<file path="src/common/jt_defs.svh">
// jt_defs.svh: opcodes, widths, capture patterns and identity fields of the scan port
// assumes inclusion by bare name wherever these constants are needed
`ifndef JT_DEFS_SVH
`define JT_DEFS_SVH

// ----------------------------------------
// widths
// ----------------------------------------
`define JT_IR_W          10
`define JT_ID_W          32
`define JT_USER_FIX_W    25
`define JT_USER_VAR_W    7
`define JT_BSR_LEN_DEF   438
`define JT_CFG_W_DEF     32

// ----------------------------------------
// instruction opcodes
// ----------------------------------------
`define JT_OP_EXTEST     10'h000
`define JT_OP_SAMPLE     10'h005
`define JT_OP_DEVICE_IDENTITY     10'h006
`define JT_OP_USER_SIGNATURE   10'h007
`define JT_OP_CFG_LOAD   10'h002
`define JT_OP_CFG_START  10'h003
`define JT_OP_BYPASS     10'h3ff

// ----------------------------------------
// capture and reset values
// ----------------------------------------
`define JT_IR_CAPTURE    10'h001
`define JT_IR_RESET      10'h006
`define JT_ID_LSB        1'h1

// identity and user signature fields: arbitrary values
`define JT_ID_VERSION    4'h3
`define JT_ID_PART       16'h00a5
`define JT_ID_MAKER      11'h055
`define JT_USER_FIXED    25'h0abcde1

`endif

</file>
<file path="src/common/jt_pkg.sv">
// jt_pkg: types shared by the scan port logic
// assumes nothing beyond a SystemVerilog compiler
package jt_pkg;

    // ----------------------------------------
    // controller states, gray along the usual path
    // ----------------------------------------
    typedef enum logic [3:0] {
        ST_RESET    = 4'h0,
        ST_IDLE     = 4'h1,
        ST_SEL_DR   = 4'h3,
        ST_CAP_DR   = 4'h2,
        ST_SH_DR    = 4'h6,
        ST_EX1_DR   = 4'h7,
        ST_PAU_DR   = 4'h5,
        ST_EX2_DR   = 4'h4,
        ST_UPD_DR   = 4'hc,
        ST_SEL_IR   = 4'hd,
        ST_CAP_IR   = 4'hf,
        ST_SH_IR    = 4'he,
        ST_EX1_IR   = 4'ha,
        ST_PAU_IR   = 4'hb,
        ST_EX2_IR   = 4'h9,
        ST_UPD_IR   = 4'h8
    } jt_state_e;

    typedef enum logic [2:0] {
        SEL_BYPASS = 3'h0,
        SEL_ID     = 3'h1,
        SEL_USER   = 3'h2,
        SEL_BSR    = 3'h3,
        SEL_CFG    = 3'h4
    } jt_sel_e;

    // ----------------------------------------
    // pin bundles
    // ----------------------------------------
    typedef struct packed {
        logic tck;
        logic tms;
        logic tdi;
    } jt_link_in_s;

    typedef struct packed {
        logic tdo;
        logic tdo_oe;
    } jt_link_out_s;

endpackage

</file>
<file path="src/design/jt_tap_top.sv">
// jt_tap_top: boundary-scan test access port, sampled on the system clock
// assumes tck, tms, tdi and the pin inputs are asynchronous to mclk and tck is slow
`timescale 1ns/1ns
`include "jt_defs.svh"

// Notes on behaviour
// instruction register is ten bits, shifted tdi to tdo in shift-ir
// user signature is 32 bits: 7 set by design, 25 fixed
// boundary chain length is a parameter per variant, e.g. 438, 690, 1050
// identity holds version 4, part 16, maker 11 and one constant bit
// identity lsb is always one and leaves tdo first
// bypass puts a one-bit register between tdi and tdo
// device_identity selects the identity register for shifting out
// user_signature selects the user signature register for shifting out
// sample captures pins into the chain and lets a pattern preload
// extest drives outputs from the update stage and captures inputs
// further instructions load configuration data through the port
// controller never runs scan tests while configuration is in progress; the code does not gate on cfg_busy, which only feeds the cfg capture lsb
// test inputs carry weak pull-ups so undriven pins read high
// sixteen-state controller on tck rise, tdo on fall, off outside shifts
module jt_tap_top #(
    parameter int              BSR_LEN  = `JT_BSR_LEN_DEF,
    parameter int              CFG_W    = `JT_CFG_W_DEF,
    parameter logic [6:0]      USER_VAR = 7'h00
) (
    // clock and control
    input  wire logic                 mclk,
    input  wire logic                 rst,
    input  wire logic                 ce,
    // scan link pins
    input  wire jt_pkg::jt_link_in_s  link_in,
    output jt_pkg::jt_link_out_s      link_out,
    output logic                      pullup_en,
    // device pins through the boundary cells
    input  wire logic [BSR_LEN-1:0]   pin_in,
    input  wire logic [BSR_LEN-1:0]   core_out,
    output logic [BSR_LEN-1:0]        pin_out,
    // configuration path
    input  wire logic                 cfg_busy,
    output logic [CFG_W-1:0]          cfg_data,
    output logic                      cfg_valid,
    output logic                      cfg_start
);

    // ----------------------------------------
    // parameter checks
    // ----------------------------------------
    if (BSR_LEN < 2) begin : g_bsr_chk
        $error("boundary chain too short");
    end
    if (CFG_W < 2) begin : g_cfg_chk
        $error("configuration word too short");
    end

    // ----------------------------------------
    // input synchronisers
    // ----------------------------------------
    jt_pkg::jt_link_in_s  link_s1_reg;
    jt_pkg::jt_link_in_s  link_s2_reg;
    logic                 tck_d_reg;
    logic [BSR_LEN-1:0]   pin_s1_reg;
    logic [BSR_LEN-1:0]   pin_s2_reg;
    logic                 tck_rise;
    logic                 tck_fall;

    // first stages feed only the second stages
    always_ff @(posedge mclk) begin
        if (rst) begin
            link_s1_reg <= '1;
            link_s2_reg <= '1;
            tck_d_reg   <= 1'h1;
        end else if (ce) begin
            link_s1_reg <= link_in;
            link_s2_reg <= link_s1_reg;
            tck_d_reg   <= link_s2_reg.tck;
        end
    end

    always_ff @(posedge mclk) begin
        if (rst) begin
            pin_s1_reg <= '0;
            pin_s2_reg <= '0;
        end else if (ce) begin
            pin_s1_reg <= pin_in;
            pin_s2_reg <= pin_s1_reg;
        end
    end

    assign tck_rise = ce & link_s2_reg.tck & ~tck_d_reg;
    assign tck_fall = ce & ~link_s2_reg.tck & tck_d_reg;

    // pull-ups are a pad property; the flag tells the pad ring to keep them on
    always_ff @(posedge mclk) begin
        if (rst) begin
            pullup_en <= 1'h1;
        end else if (ce) begin
            pullup_en <= 1'h1;
        end
    end

    // ----------------------------------------
    // controller state machine
    // ----------------------------------------
    jt_pkg::jt_state_e  state_reg;
    jt_pkg::jt_state_e  state_next;
    logic               tms;

    assign tms = link_s2_reg.tms;

    always_comb begin
        state_next = state_reg;
        case (state_reg)
            jt_pkg::ST_RESET:  state_next = tms ? jt_pkg::ST_RESET  : jt_pkg::ST_IDLE;
            jt_pkg::ST_IDLE:   state_next = tms ? jt_pkg::ST_SEL_DR : jt_pkg::ST_IDLE;
            jt_pkg::ST_SEL_DR: state_next = tms ? jt_pkg::ST_SEL_IR : jt_pkg::ST_CAP_DR;
            jt_pkg::ST_CAP_DR: state_next = tms ? jt_pkg::ST_EX1_DR : jt_pkg::ST_SH_DR;
            jt_pkg::ST_SH_DR:  state_next = tms ? jt_pkg::ST_EX1_DR : jt_pkg::ST_SH_DR;
            jt_pkg::ST_EX1_DR: state_next = tms ? jt_pkg::ST_UPD_DR : jt_pkg::ST_PAU_DR;
            jt_pkg::ST_PAU_DR: state_next = tms ? jt_pkg::ST_EX2_DR : jt_pkg::ST_PAU_DR;
            jt_pkg::ST_EX2_DR: state_next = tms ? jt_pkg::ST_UPD_DR : jt_pkg::ST_SH_DR;
            jt_pkg::ST_UPD_DR: state_next = tms ? jt_pkg::ST_SEL_DR : jt_pkg::ST_IDLE;
            jt_pkg::ST_SEL_IR: state_next = tms ? jt_pkg::ST_RESET  : jt_pkg::ST_CAP_IR;
            jt_pkg::ST_CAP_IR: state_next = tms ? jt_pkg::ST_EX1_IR : jt_pkg::ST_SH_IR;
            jt_pkg::ST_SH_IR:  state_next = tms ? jt_pkg::ST_EX1_IR : jt_pkg::ST_SH_IR;
            jt_pkg::ST_EX1_IR: state_next = tms ? jt_pkg::ST_UPD_IR : jt_pkg::ST_PAU_IR;
            jt_pkg::ST_PAU_IR: state_next = tms ? jt_pkg::ST_EX2_IR : jt_pkg::ST_PAU_IR;
            jt_pkg::ST_EX2_IR: state_next = tms ? jt_pkg::ST_UPD_IR : jt_pkg::ST_SH_IR;
            jt_pkg::ST_UPD_IR: state_next = tms ? jt_pkg::ST_SEL_DR : jt_pkg::ST_IDLE;
            default:           state_next = jt_pkg::ST_RESET;
        endcase
    end

    always_ff @(posedge mclk) begin
        if (rst) begin
            state_reg <= jt_pkg::ST_RESET;
        end else if (tck_rise) begin
            state_reg <= state_next;
        end
    end

    // ----------------------------------------
    // instruction register and decode
    // ----------------------------------------
    logic [`JT_IR_W-1:0]  ir_sh_reg;
    logic [`JT_IR_W-1:0]  scan_instruction_reg;
    jt_pkg::jt_sel_e      sel;
    logic                 tdi;

    assign tdi = link_s2_reg.tdi;

    always_ff @(posedge mclk) begin
        if (rst) begin
            ir_sh_reg <= `JT_IR_CAPTURE;
        end else if (tck_rise) begin
            if (state_reg == jt_pkg::ST_CAP_IR) begin
                ir_sh_reg <= `JT_IR_CAPTURE;
            end else if (state_reg == jt_pkg::ST_SH_IR) begin
                ir_sh_reg <= {tdi, ir_sh_reg[`JT_IR_W-1:1]};
            end
        end
    end

    // the active instruction only changes in update-ir or test-logic-reset, never mid-shift
    always_ff @(posedge mclk) begin
        if (rst) begin
            scan_instruction_reg <= `JT_IR_RESET;
        end else if (tck_rise) begin
            if (state_reg == jt_pkg::ST_RESET) begin
                scan_instruction_reg <= `JT_IR_RESET;
            end else if (state_reg == jt_pkg::ST_UPD_IR) begin
                scan_instruction_reg <= ir_sh_reg;
            end
        end
    end

    always_comb begin
        if (scan_instruction_reg == `JT_OP_DEVICE_IDENTITY) begin
            sel = jt_pkg::SEL_ID;
        end else if (scan_instruction_reg == `JT_OP_USER_SIGNATURE) begin
            sel = jt_pkg::SEL_USER;
        end else if (scan_instruction_reg == `JT_OP_SAMPLE ||
                     scan_instruction_reg == `JT_OP_EXTEST) begin
            sel = jt_pkg::SEL_BSR;
        end else if (scan_instruction_reg == `JT_OP_CFG_LOAD) begin
            sel = jt_pkg::SEL_CFG;
        end else begin
            sel = jt_pkg::SEL_BYPASS;
        end
    end

    // ----------------------------------------
    // data registers
    // ----------------------------------------
    localparam logic [`JT_ID_W-1:0] DEVICE_IDENTITY =
        {`JT_ID_VERSION, `JT_ID_PART, `JT_ID_MAKER, `JT_ID_LSB};
    localparam logic [`JT_ID_W-1:0] USER_SIGNATURE =
        {`JT_USER_FIXED, USER_VAR};

    logic                 bypass_reg;
    logic [`JT_ID_W-1:0]  dr32_reg;
    logic [BSR_LEN-1:0]   bsr_sh_reg;
    logic [BSR_LEN-1:0]   bsr_upd_reg;
    logic [CFG_W-1:0]     cfg_sh_reg;
    logic                 cap_dr;
    logic                 sh_dr;
    logic                 upd_dr;

    assign cap_dr = tck_rise & (state_reg == jt_pkg::ST_CAP_DR);
    assign sh_dr  = tck_rise & (state_reg == jt_pkg::ST_SH_DR);
    assign upd_dr = tck_rise & (state_reg == jt_pkg::ST_UPD_DR);

    always_ff @(posedge mclk) begin
        if (rst) begin
            bypass_reg <= 1'h0;
        end else if (cap_dr) begin
            bypass_reg <= 1'h0;
        end else if (sh_dr) begin
            bypass_reg <= tdi;
        end
    end

    // identity and user signature share one 32-bit shifter
    always_ff @(posedge mclk) begin
        if (rst) begin
            dr32_reg <= '0;
        end else if (cap_dr) begin
            if (sel == jt_pkg::SEL_USER) begin
                dr32_reg <= USER_SIGNATURE;
            end else begin
                dr32_reg <= DEVICE_IDENTITY;
            end
        end else if (sh_dr) begin
            dr32_reg <= {tdi, dr32_reg[`JT_ID_W-1:1]};
        end
    end

    // one cell per pin; chain length follows the variant parameter
    always_ff @(posedge mclk) begin
        if (rst) begin
            bsr_sh_reg <= '0;
        end else if (cap_dr && sel == jt_pkg::SEL_BSR) begin
            bsr_sh_reg <= pin_s2_reg;
        end else if (sh_dr && sel == jt_pkg::SEL_BSR) begin
            bsr_sh_reg <= {tdi, bsr_sh_reg[BSR_LEN-1:1]};
        end
    end

    always_ff @(posedge mclk) begin
        if (rst) begin
            bsr_upd_reg <= '0;
        end else if (upd_dr && sel == jt_pkg::SEL_BSR) begin
            bsr_upd_reg <= bsr_sh_reg;
        end
    end

    // pins follow the core except under extest; the preload stays ready for it
    always_ff @(posedge mclk) begin
        if (rst) begin
            pin_out <= '0;
        end else if (ce) begin
            if (scan_instruction_reg == `JT_OP_EXTEST) begin
                pin_out <= bsr_upd_reg;
            end else begin
                pin_out <= core_out;
            end
        end
    end

    // ----------------------------------------
    // configuration load
    // ----------------------------------------
    always_ff @(posedge mclk) begin
        if (rst) begin
            cfg_sh_reg <= '0;
        end else if (cap_dr && sel == jt_pkg::SEL_CFG) begin
            cfg_sh_reg <= {{(CFG_W-1){1'h0}}, cfg_busy};
        end else if (sh_dr && sel == jt_pkg::SEL_CFG) begin
            cfg_sh_reg <= {tdi, cfg_sh_reg[CFG_W-1:1]};
        end
    end

    always_ff @(posedge mclk) begin
        if (rst) begin
            cfg_data  <= '0;
            cfg_valid <= 1'h0;
            cfg_start <= 1'h0;
        end else if (ce) begin
            cfg_valid <= upd_dr && sel == jt_pkg::SEL_CFG;
            cfg_start <= tck_rise && state_reg == jt_pkg::ST_IDLE &&
                         scan_instruction_reg == `JT_OP_CFG_START;
            if (upd_dr && sel == jt_pkg::SEL_CFG) begin
                cfg_data <= cfg_sh_reg;
            end
        end
    end

    // ----------------------------------------
    // test data out on the falling edge
    // ----------------------------------------
    logic  dr_bit;

    always_comb begin
        case (sel)
            jt_pkg::SEL_ID:   dr_bit = dr32_reg[0];
            jt_pkg::SEL_USER: dr_bit = dr32_reg[0];
            jt_pkg::SEL_BSR:  dr_bit = bsr_sh_reg[0];
            jt_pkg::SEL_CFG:  dr_bit = cfg_sh_reg[0];
            default:          dr_bit = bypass_reg;
        endcase
    end

    // falling edge gives the far end a full half period of setup
    always_ff @(posedge mclk) begin
        if (rst) begin
            link_out <= '0;
        end else if (tck_fall) begin
            if (state_reg == jt_pkg::ST_SH_IR) begin
                link_out <= '{tdo: ir_sh_reg[0], tdo_oe: 1'h1};
            end else if (state_reg == jt_pkg::ST_SH_DR) begin
                link_out <= '{tdo: dr_bit, tdo_oe: 1'h1};
            end else begin
                link_out <= '{tdo: 1'h0, tdo_oe: 1'h0};
            end
        end
    end

endmodule

</file>
<file path="config.mk">
export PLATFORM = sky130hd
export DESIGN_NAME = jt_tap_top
export DESIGN_NICKNAME = d
export VERILOG_FILES = /design/src/common/jt_pkg.sv /design/src/design/jt_tap_top.sv
export VERILOG_INCLUDE_DIRS = /design/src /design/src/common
export SDC_FILE = /design/constraint.sdc
export NUM_CORES = 2
export LEC_CHECK = 0
export ABC_AREA = 1
export BUFFER_PORTS_ARGS = -buffer_cell sky130_fd_sc_hd__buf_2
export CORE_AREA = 2 2 535 537
export CTS_CLUSTER_SIZE = 10
export DETAILED_ROUTE_END_ITERATION = 16
export DIE_AREA = 0 0 537 539
export PLACE_DENSITY_LB_ADDON = 0.1
export REMOVE_ABC_BUFFERS = 1
export SYNTH_ARGS = -nofsm -noshare
export SYNTH_HDL_FRONTEND = slang
export SYNTH_SLANG_ARGS = --single-unit
</file>
<file path="constraint.sdc">
create_clock -name mclk -period 3.1 [get_ports mclk]
set_input_delay 0.465 -clock mclk [delete_from_list [all_inputs] [get_ports mclk]]
set_output_delay 0.465 -clock mclk [all_outputs]
set_load 0.02 [all_outputs]
</file>
# Yosys cells after proc, flatten, opt, wreduce, memory -nomap -nowiden
# Cells that the tools add are included.
[totals]
ff_bits = 2322
input_bits = 883
output_inout_bits = 475
word_cells = 114
[op_classes]
n_eq_ne = 24
n_mux = 32
n_bitwise = 9
n_reduce_logical = 25
[ops]
columns = ["operator", "n"]
rows = [
  ["2-to-1 mux 438 bit", 3],
  ["2-to-1 mux 32 bit", 2],
  ["case mux 4 bit (12 select lines)", 1],
  ["2-to-1 mux 10 bit", 4],
  ["== test 4 bit, second input constant", 8],
  ["2-to-1 mux 31 bit", 1],
  ["== test 10 x 3 -> 1 bit, second input constant", 3],
  ["== test 10 x 2 -> 1 bit, second input constant", 2],
  ["2-to-1 mux 3 bit", 6],
  ["== test 4 x 3 -> 1 bit, second input constant", 4],
  ["2-to-1 mux 4 bit", 4],
  ["logical NOT 10 bit", 1],
  ["2-to-1 mux 2 bit", 5],
  ["nonzero test 2 bit", 5],
  ["OR reduction 2 bit", 5],
  ["== test 4 x 2 -> 1 bit, second input constant", 2],
  ["logical AND 1 bit", 8],
  ["bitwise AND 1 bit", 7],
  ["== test 3 x 2 -> 1 bit, second input constant", 2],
  ["AND reduction 2 bit", 3],
  ["2-to-1 mux 1 bit", 5],
  ["== test 4 x 1 -> 1 bit, second input constant", 1],
  ["logical NOT 4 bit", 1],
  ["== test 3 x 1 -> 1 bit, second input constant", 1],
  ["other kinds (5)", 6],
]

# Longest topological paths before layout
[logic_depth]
ltp_word = 10
depth_mapped = 12
depth_no_buf = 11

# Worst setup path before layout
# No wires, ideal clock.
[synth_path]
path_kind = "input to register"
startpoint = "in ce"
endpoint = "reg bsr_sh_reg[429]"
setup_ns = 0.123
t_arrival_ns = 1.737
t_required_ns = 2.977
slack_ns = 1.241
cell_stages = 11
path_buffers = 4
path_cell_list = "buf_4 -> nand2_2 -> nor2_4 -> inv_4 -> nor2_8 -> nand2_4 -> inv_2 -> buf_6 -> buf_2 -> buf_4 -> a31oi_1"
[synth_via]
elab_chain_cells = 5
elab_cells_between_ends = 8
cone_classes = "mux: 1; bitwise: 4; reduce/logical: 3"
[synth_lines]
columns = ["item", "line", "rtl"]
rows = [
  ["start, declared", "jt_tap_top.sv:29", "input wire logic ce,"],
  ["bitwise AND 1 bit * (2 in a row)", "jt_tap_top.sv:89", "assign tck_rise = ce & link_s2_reg.tck & ~tck_d_reg;"],
  ["bitwise AND 1 bit, on equally long branches", "jt_tap_top.sv:208, jt_tap_top.sv:209", ""],
  ["logical AND 1 bit, on equally long branches", "jt_tap_top.sv:241, jt_tap_top.sv:243", ""],
  ["2-to-1 mux 438 bit or nonzero test 2 bit (tied branches)", "--", ""],
  ["end signal, assigned", "jt_tap_top.sv:242", "bsr_sh_reg <= pin_s2_reg;"],
  ["end signal, assigned", "jt_tap_top.sv:244", "bsr_sh_reg <= {tdi, bsr_sh_reg[BSR_LEN-1:1]};"],
  ["end, declared", "jt_tap_top.sv:201", "logic [BSR_LEN-1:0] bsr_sh_reg;"],
]
# Mark *: on every way between the ends. The rest lies on a longest branch, timed or not.
# A chain may end at the register's enable or synchronous reset.

# Final worst setup path
[layout_path]
startpoint = "reg scan_instruction_reg[9]"
endpoint = "reg pin_out[377]"
[layout_via]
elab_chain_cells = 2
[layout_lines]
columns = ["item", "line", "rtl"]
rows = [
  ["start, declared", "jt_tap_top.sv:145", "logic [`JT_IR_W-1:0] scan_instruction_reg;"],
  ["start signal, assigned", "jt_tap_top.sv:166", "scan_instruction_reg <= `JT_IR_RESET;"],
  ["start signal, assigned", "jt_tap_top.sv:169", "scan_instruction_reg <= `JT_IR_RESET;"],
  ["start signal, assigned", "jt_tap_top.sv:171", "scan_instruction_reg <= ir_sh_reg;"],
  ["logical NOT 10 bit (no line)", "--", ""],
  ["2-to-1 mux 438 bit", "jt_tap_top.sv:261", "if (scan_instruction_reg == `JT_OP_EXTEST) begin"],
  ["end signal, assigned", "jt_tap_top.sv:262", "pin_out <= bsr_upd_reg;"],
  ["end signal, assigned", "jt_tap_top.sv:264", "pin_out <= core_out;"],
  ["end, declared", "jt_tap_top.sv:37", "output logic [BSR_LEN-1:0] pin_out,"],
]
# Every way passes these cells.

==> metrics <==
status finished, final reports clean; initial antenna violation count between 80 and 90; CP delay by family, top buffers and inverters; DIE HEIGHT 539 um; CTS tree yes; Iter 0 DRT Violations about 5500; most common cell in the netlist nor2_1; Top cell by count, worst path nand2_1; largest net degree at the start of global routing 143; Static Leak 49.72 nW; Yosys top cell by area dfxtp_1; register area 0.04649 mm^2; Hold Path Class in2reg; Synth Area in Compound Gates 0.1849; Critical R2R Capture pin_out[377]; drt pass-1 iters 5; measured slew at the worst slew-check pin 1142 ps; XOR/XNOR Fraction of Synth Area 0; commonest cells in the synthesized netlist 2554 x nor2_1, 2322 x dfxtp_1, 1636 x o21ai_0; share of layout cells above drive strength 1 0.1474; DRC 0; TNS Setup 0 ps; Core Area around 0.28 mm^2; critical path class reg2reg; vias in the first global route 81580; DR vias/cell 4.859; multi-input logic area 0.03554 mm^2; aggregate global routing overflow 0; CP bufs+invs 4; Top Ports 1358; crit path time final about 2700 ps; reg-to-reg critical path startpoint scan_instruction_reg[9]; critical path, cell by cell nor2_1 -> nand2_1 -> nor2_2 -> nand2_8 -> inv_8 -> buf_12 -> nand2_1 -> nand3_1 -> o211ai_1 -> dlygate4sd3_1 -> inv_1; sequential-to-total area share from yosys stat 0.5256; element type at the critical path end flop; r2r setup slk slightly above 400 ps; routability cong. slightly above 0.9; critical hold path startpoint core_out[334]; via count 83340; clock sinks 2322; largest family of logic cells by synthesized area simple AND/OR/NAND/NOR gates; crit-path max FO 85; WL met3 19500 um; root buffer cell clkbuf_16; Initial Util 0.3115; cell area after synthesis 0.08845 mm^2; number of setup violations in the final report 0; Peak VDD IR 0.3387 mV; ys async rst share 0; total number of yosys warnings 0; adder-cell share of the synthesized area 0; clk_lat worst skew 910 ps; top post-synthesis cells by area dfxtp_1 53%, nor2_1 11%, o21ai_0 9.3%; first-pass GRT wire length 514700 um; multiplexer share of the synthesized area 0.02569; clock buffer depth 4; hold path depth 5; max-slew violation count 0; P per Cell Area 590.5 mW/mm^2; count of cell types in the netlist 35; fillers 29230; met1 WL 157200 um; Final ANT Viol Nets 0; final wirelength 344800 um; Slew headroom 0.2389; post-synthesis simple-gate area fraction 0.1907; largest stage delay on the critical path 570 ps; Yosys top cell area share 0.5256; worst r2r path cells 11; Final nets 14090; CP max-delay cell dlygate4sd3_1; Final Skew 58.26 ps; Die X about 540 um; met2 wire length 155300 um; std cell rows 196; fmax 0.3708 GHz; Worst-path clk slew 50 ps; Top Layer Used met5; # H-tree levels 5; Inserted Clock Buffers 284; hold endpoint pin_out[334]; Post-synth EDFFs 0; routed len/inst ~20 um; Post-Synthesis Cells 11400; synth-to-layout area growth 31.02%; flops & latches, synth 2322; Worst EP arrival 3520 ps; Avg Inst Size Synth 7.762 um^2; startpoint class of the critical path flop; Power Total 0.06843 W; RSZ-0062 raised after global routing false; CTS Hold Bufs 867; post-cts resize count 0; Final period util 0.8699; Die Footprint 0.2894 mm^2; Post-DP HPWL between 200000 and 250000 um; Critical Path RT a little under 4000 ps; final hold violation count 0; count of input and output buffers 1356; buffer count from post-CTS setup fixing 0; ys flop type dfxtp_1; Max-Cap Viols 0; GRT Total Usage 0.2278
-- cell families after synthesis --
family	count (synthesis)
other cells	1
simple gates	4323
mux	227
compound gates	2984
buf+inv	1538
flops	2322
-- worst max-delay path by stage --
| stage | cells after the start | end | start |
|---|---|---|---|
| 2_1_floorplan | 3 | cfg_sh_reg[10] | rst |
| 3_3_place_gp | 11 | bsr_sh_reg[21] | ce |
| 3_5_place_dp | 11 | bsr_sh_reg[91] | ce |
| 4_1_cts | 11 | pin_out[377] | scan_instruction_reg[6] |
| 5_1_grt | 11 | pin_out[377] | scan_instruction_reg[9] |
| 6_report | 11 | pin_out[377] | scan_instruction_reg[9] |
-- stage by stage --
| step | instances | util | setup slack, ps | instance area [um^2] | hold WS [ps] |
|---|---|---|---|---|---|
| after floorplan | 10460 | - | -34670 | 84270 | 427.3 |
| after global placement | 15820 | 0.3482 | 388.6 | 98870 | 446.4 |
| after detailed placement | 15820 | 0.3482 | 363.1 | 98870 | 450.7 |
| after CTS | 17090 | 0.4075 | 363.9 | 115700 | 3.735 |
| after global routing | 17140 | 0.4079 | 176.1 | 115800 | 35.73 |
| final | 17150 | 0.4081 | 403.4 | 115900 | 61.28 |
-- placed cells by master (no fill, tap or decap), drive strengths merged, types with 2 or more instances in the layout --
| cell type | netlist | routed |
|---|---|---|
| a211oi | 53 | 53 |
| a21oi | 469 | 469 |
| a31oi | 131 | 131 |
| buf | 353 | 1595 |
| bufinv | 0 | 3 |
| clkbuf | 579 | 365 |
| clkinv | 3 | 25 |
| dfxtp | 2322 | 2322 |
| diode | 0 | 63 |
| dlygate4sd3 | 0 | 867 |
| inv | 603 | 616 |
| mux2i | 227 | 227 |
| nand2 | 1294 | 1294 |
| nand3 | 462 | 462 |
| nand4 | 2 | 2 |
| nor2 | 2558 | 2558 |
| nor3 | 6 | 6 |
| o211ai | 443 | 443 |
| o21a | 2 | 2 |
| o21ai | 1883 | 1883 |
-- where the power goes --
| group | internal, W | switching, W | leakage (nW) |
|---|---|---|---|
| combinational | 0.00258 | 0.00355 | 26.7 |
| clock | 0.0174 | 0.0132 | 3.98 |
| sequential | 0.0310 | 0.000625 | 19.0 |
-- metal layers --
| metal | up-vias | global-route usage |
|---|---|---|
| met5 | - | 0 |
| met2 | 2187 | 0.3647 |
| li1 | 41190 | - |
| met3 | 545 | 0.04428 |
| met1 | 39390 | 0.3037 |
| met4 | 30 | 0.08050 |
-- area by class of cell --
class	count	share of cell area
sequential	2322	0.4012
multi-input combinational	7535	0.3067
timing repair buffer	2462	0.1595
clock buffer	365	0.06568
tap	3762	0.04062
inverter	606	0.02004
clock inverter	38	0.004902
antenna	63	0.001360
-- worst min-delay path, stage by stage --
cell and delay [ps]:
buf_2 90, nand2_1 80, nand3_1 120, o211ai_1 90, inv_1 50
No activity file was read; power rests on OpenSTA's default activity.
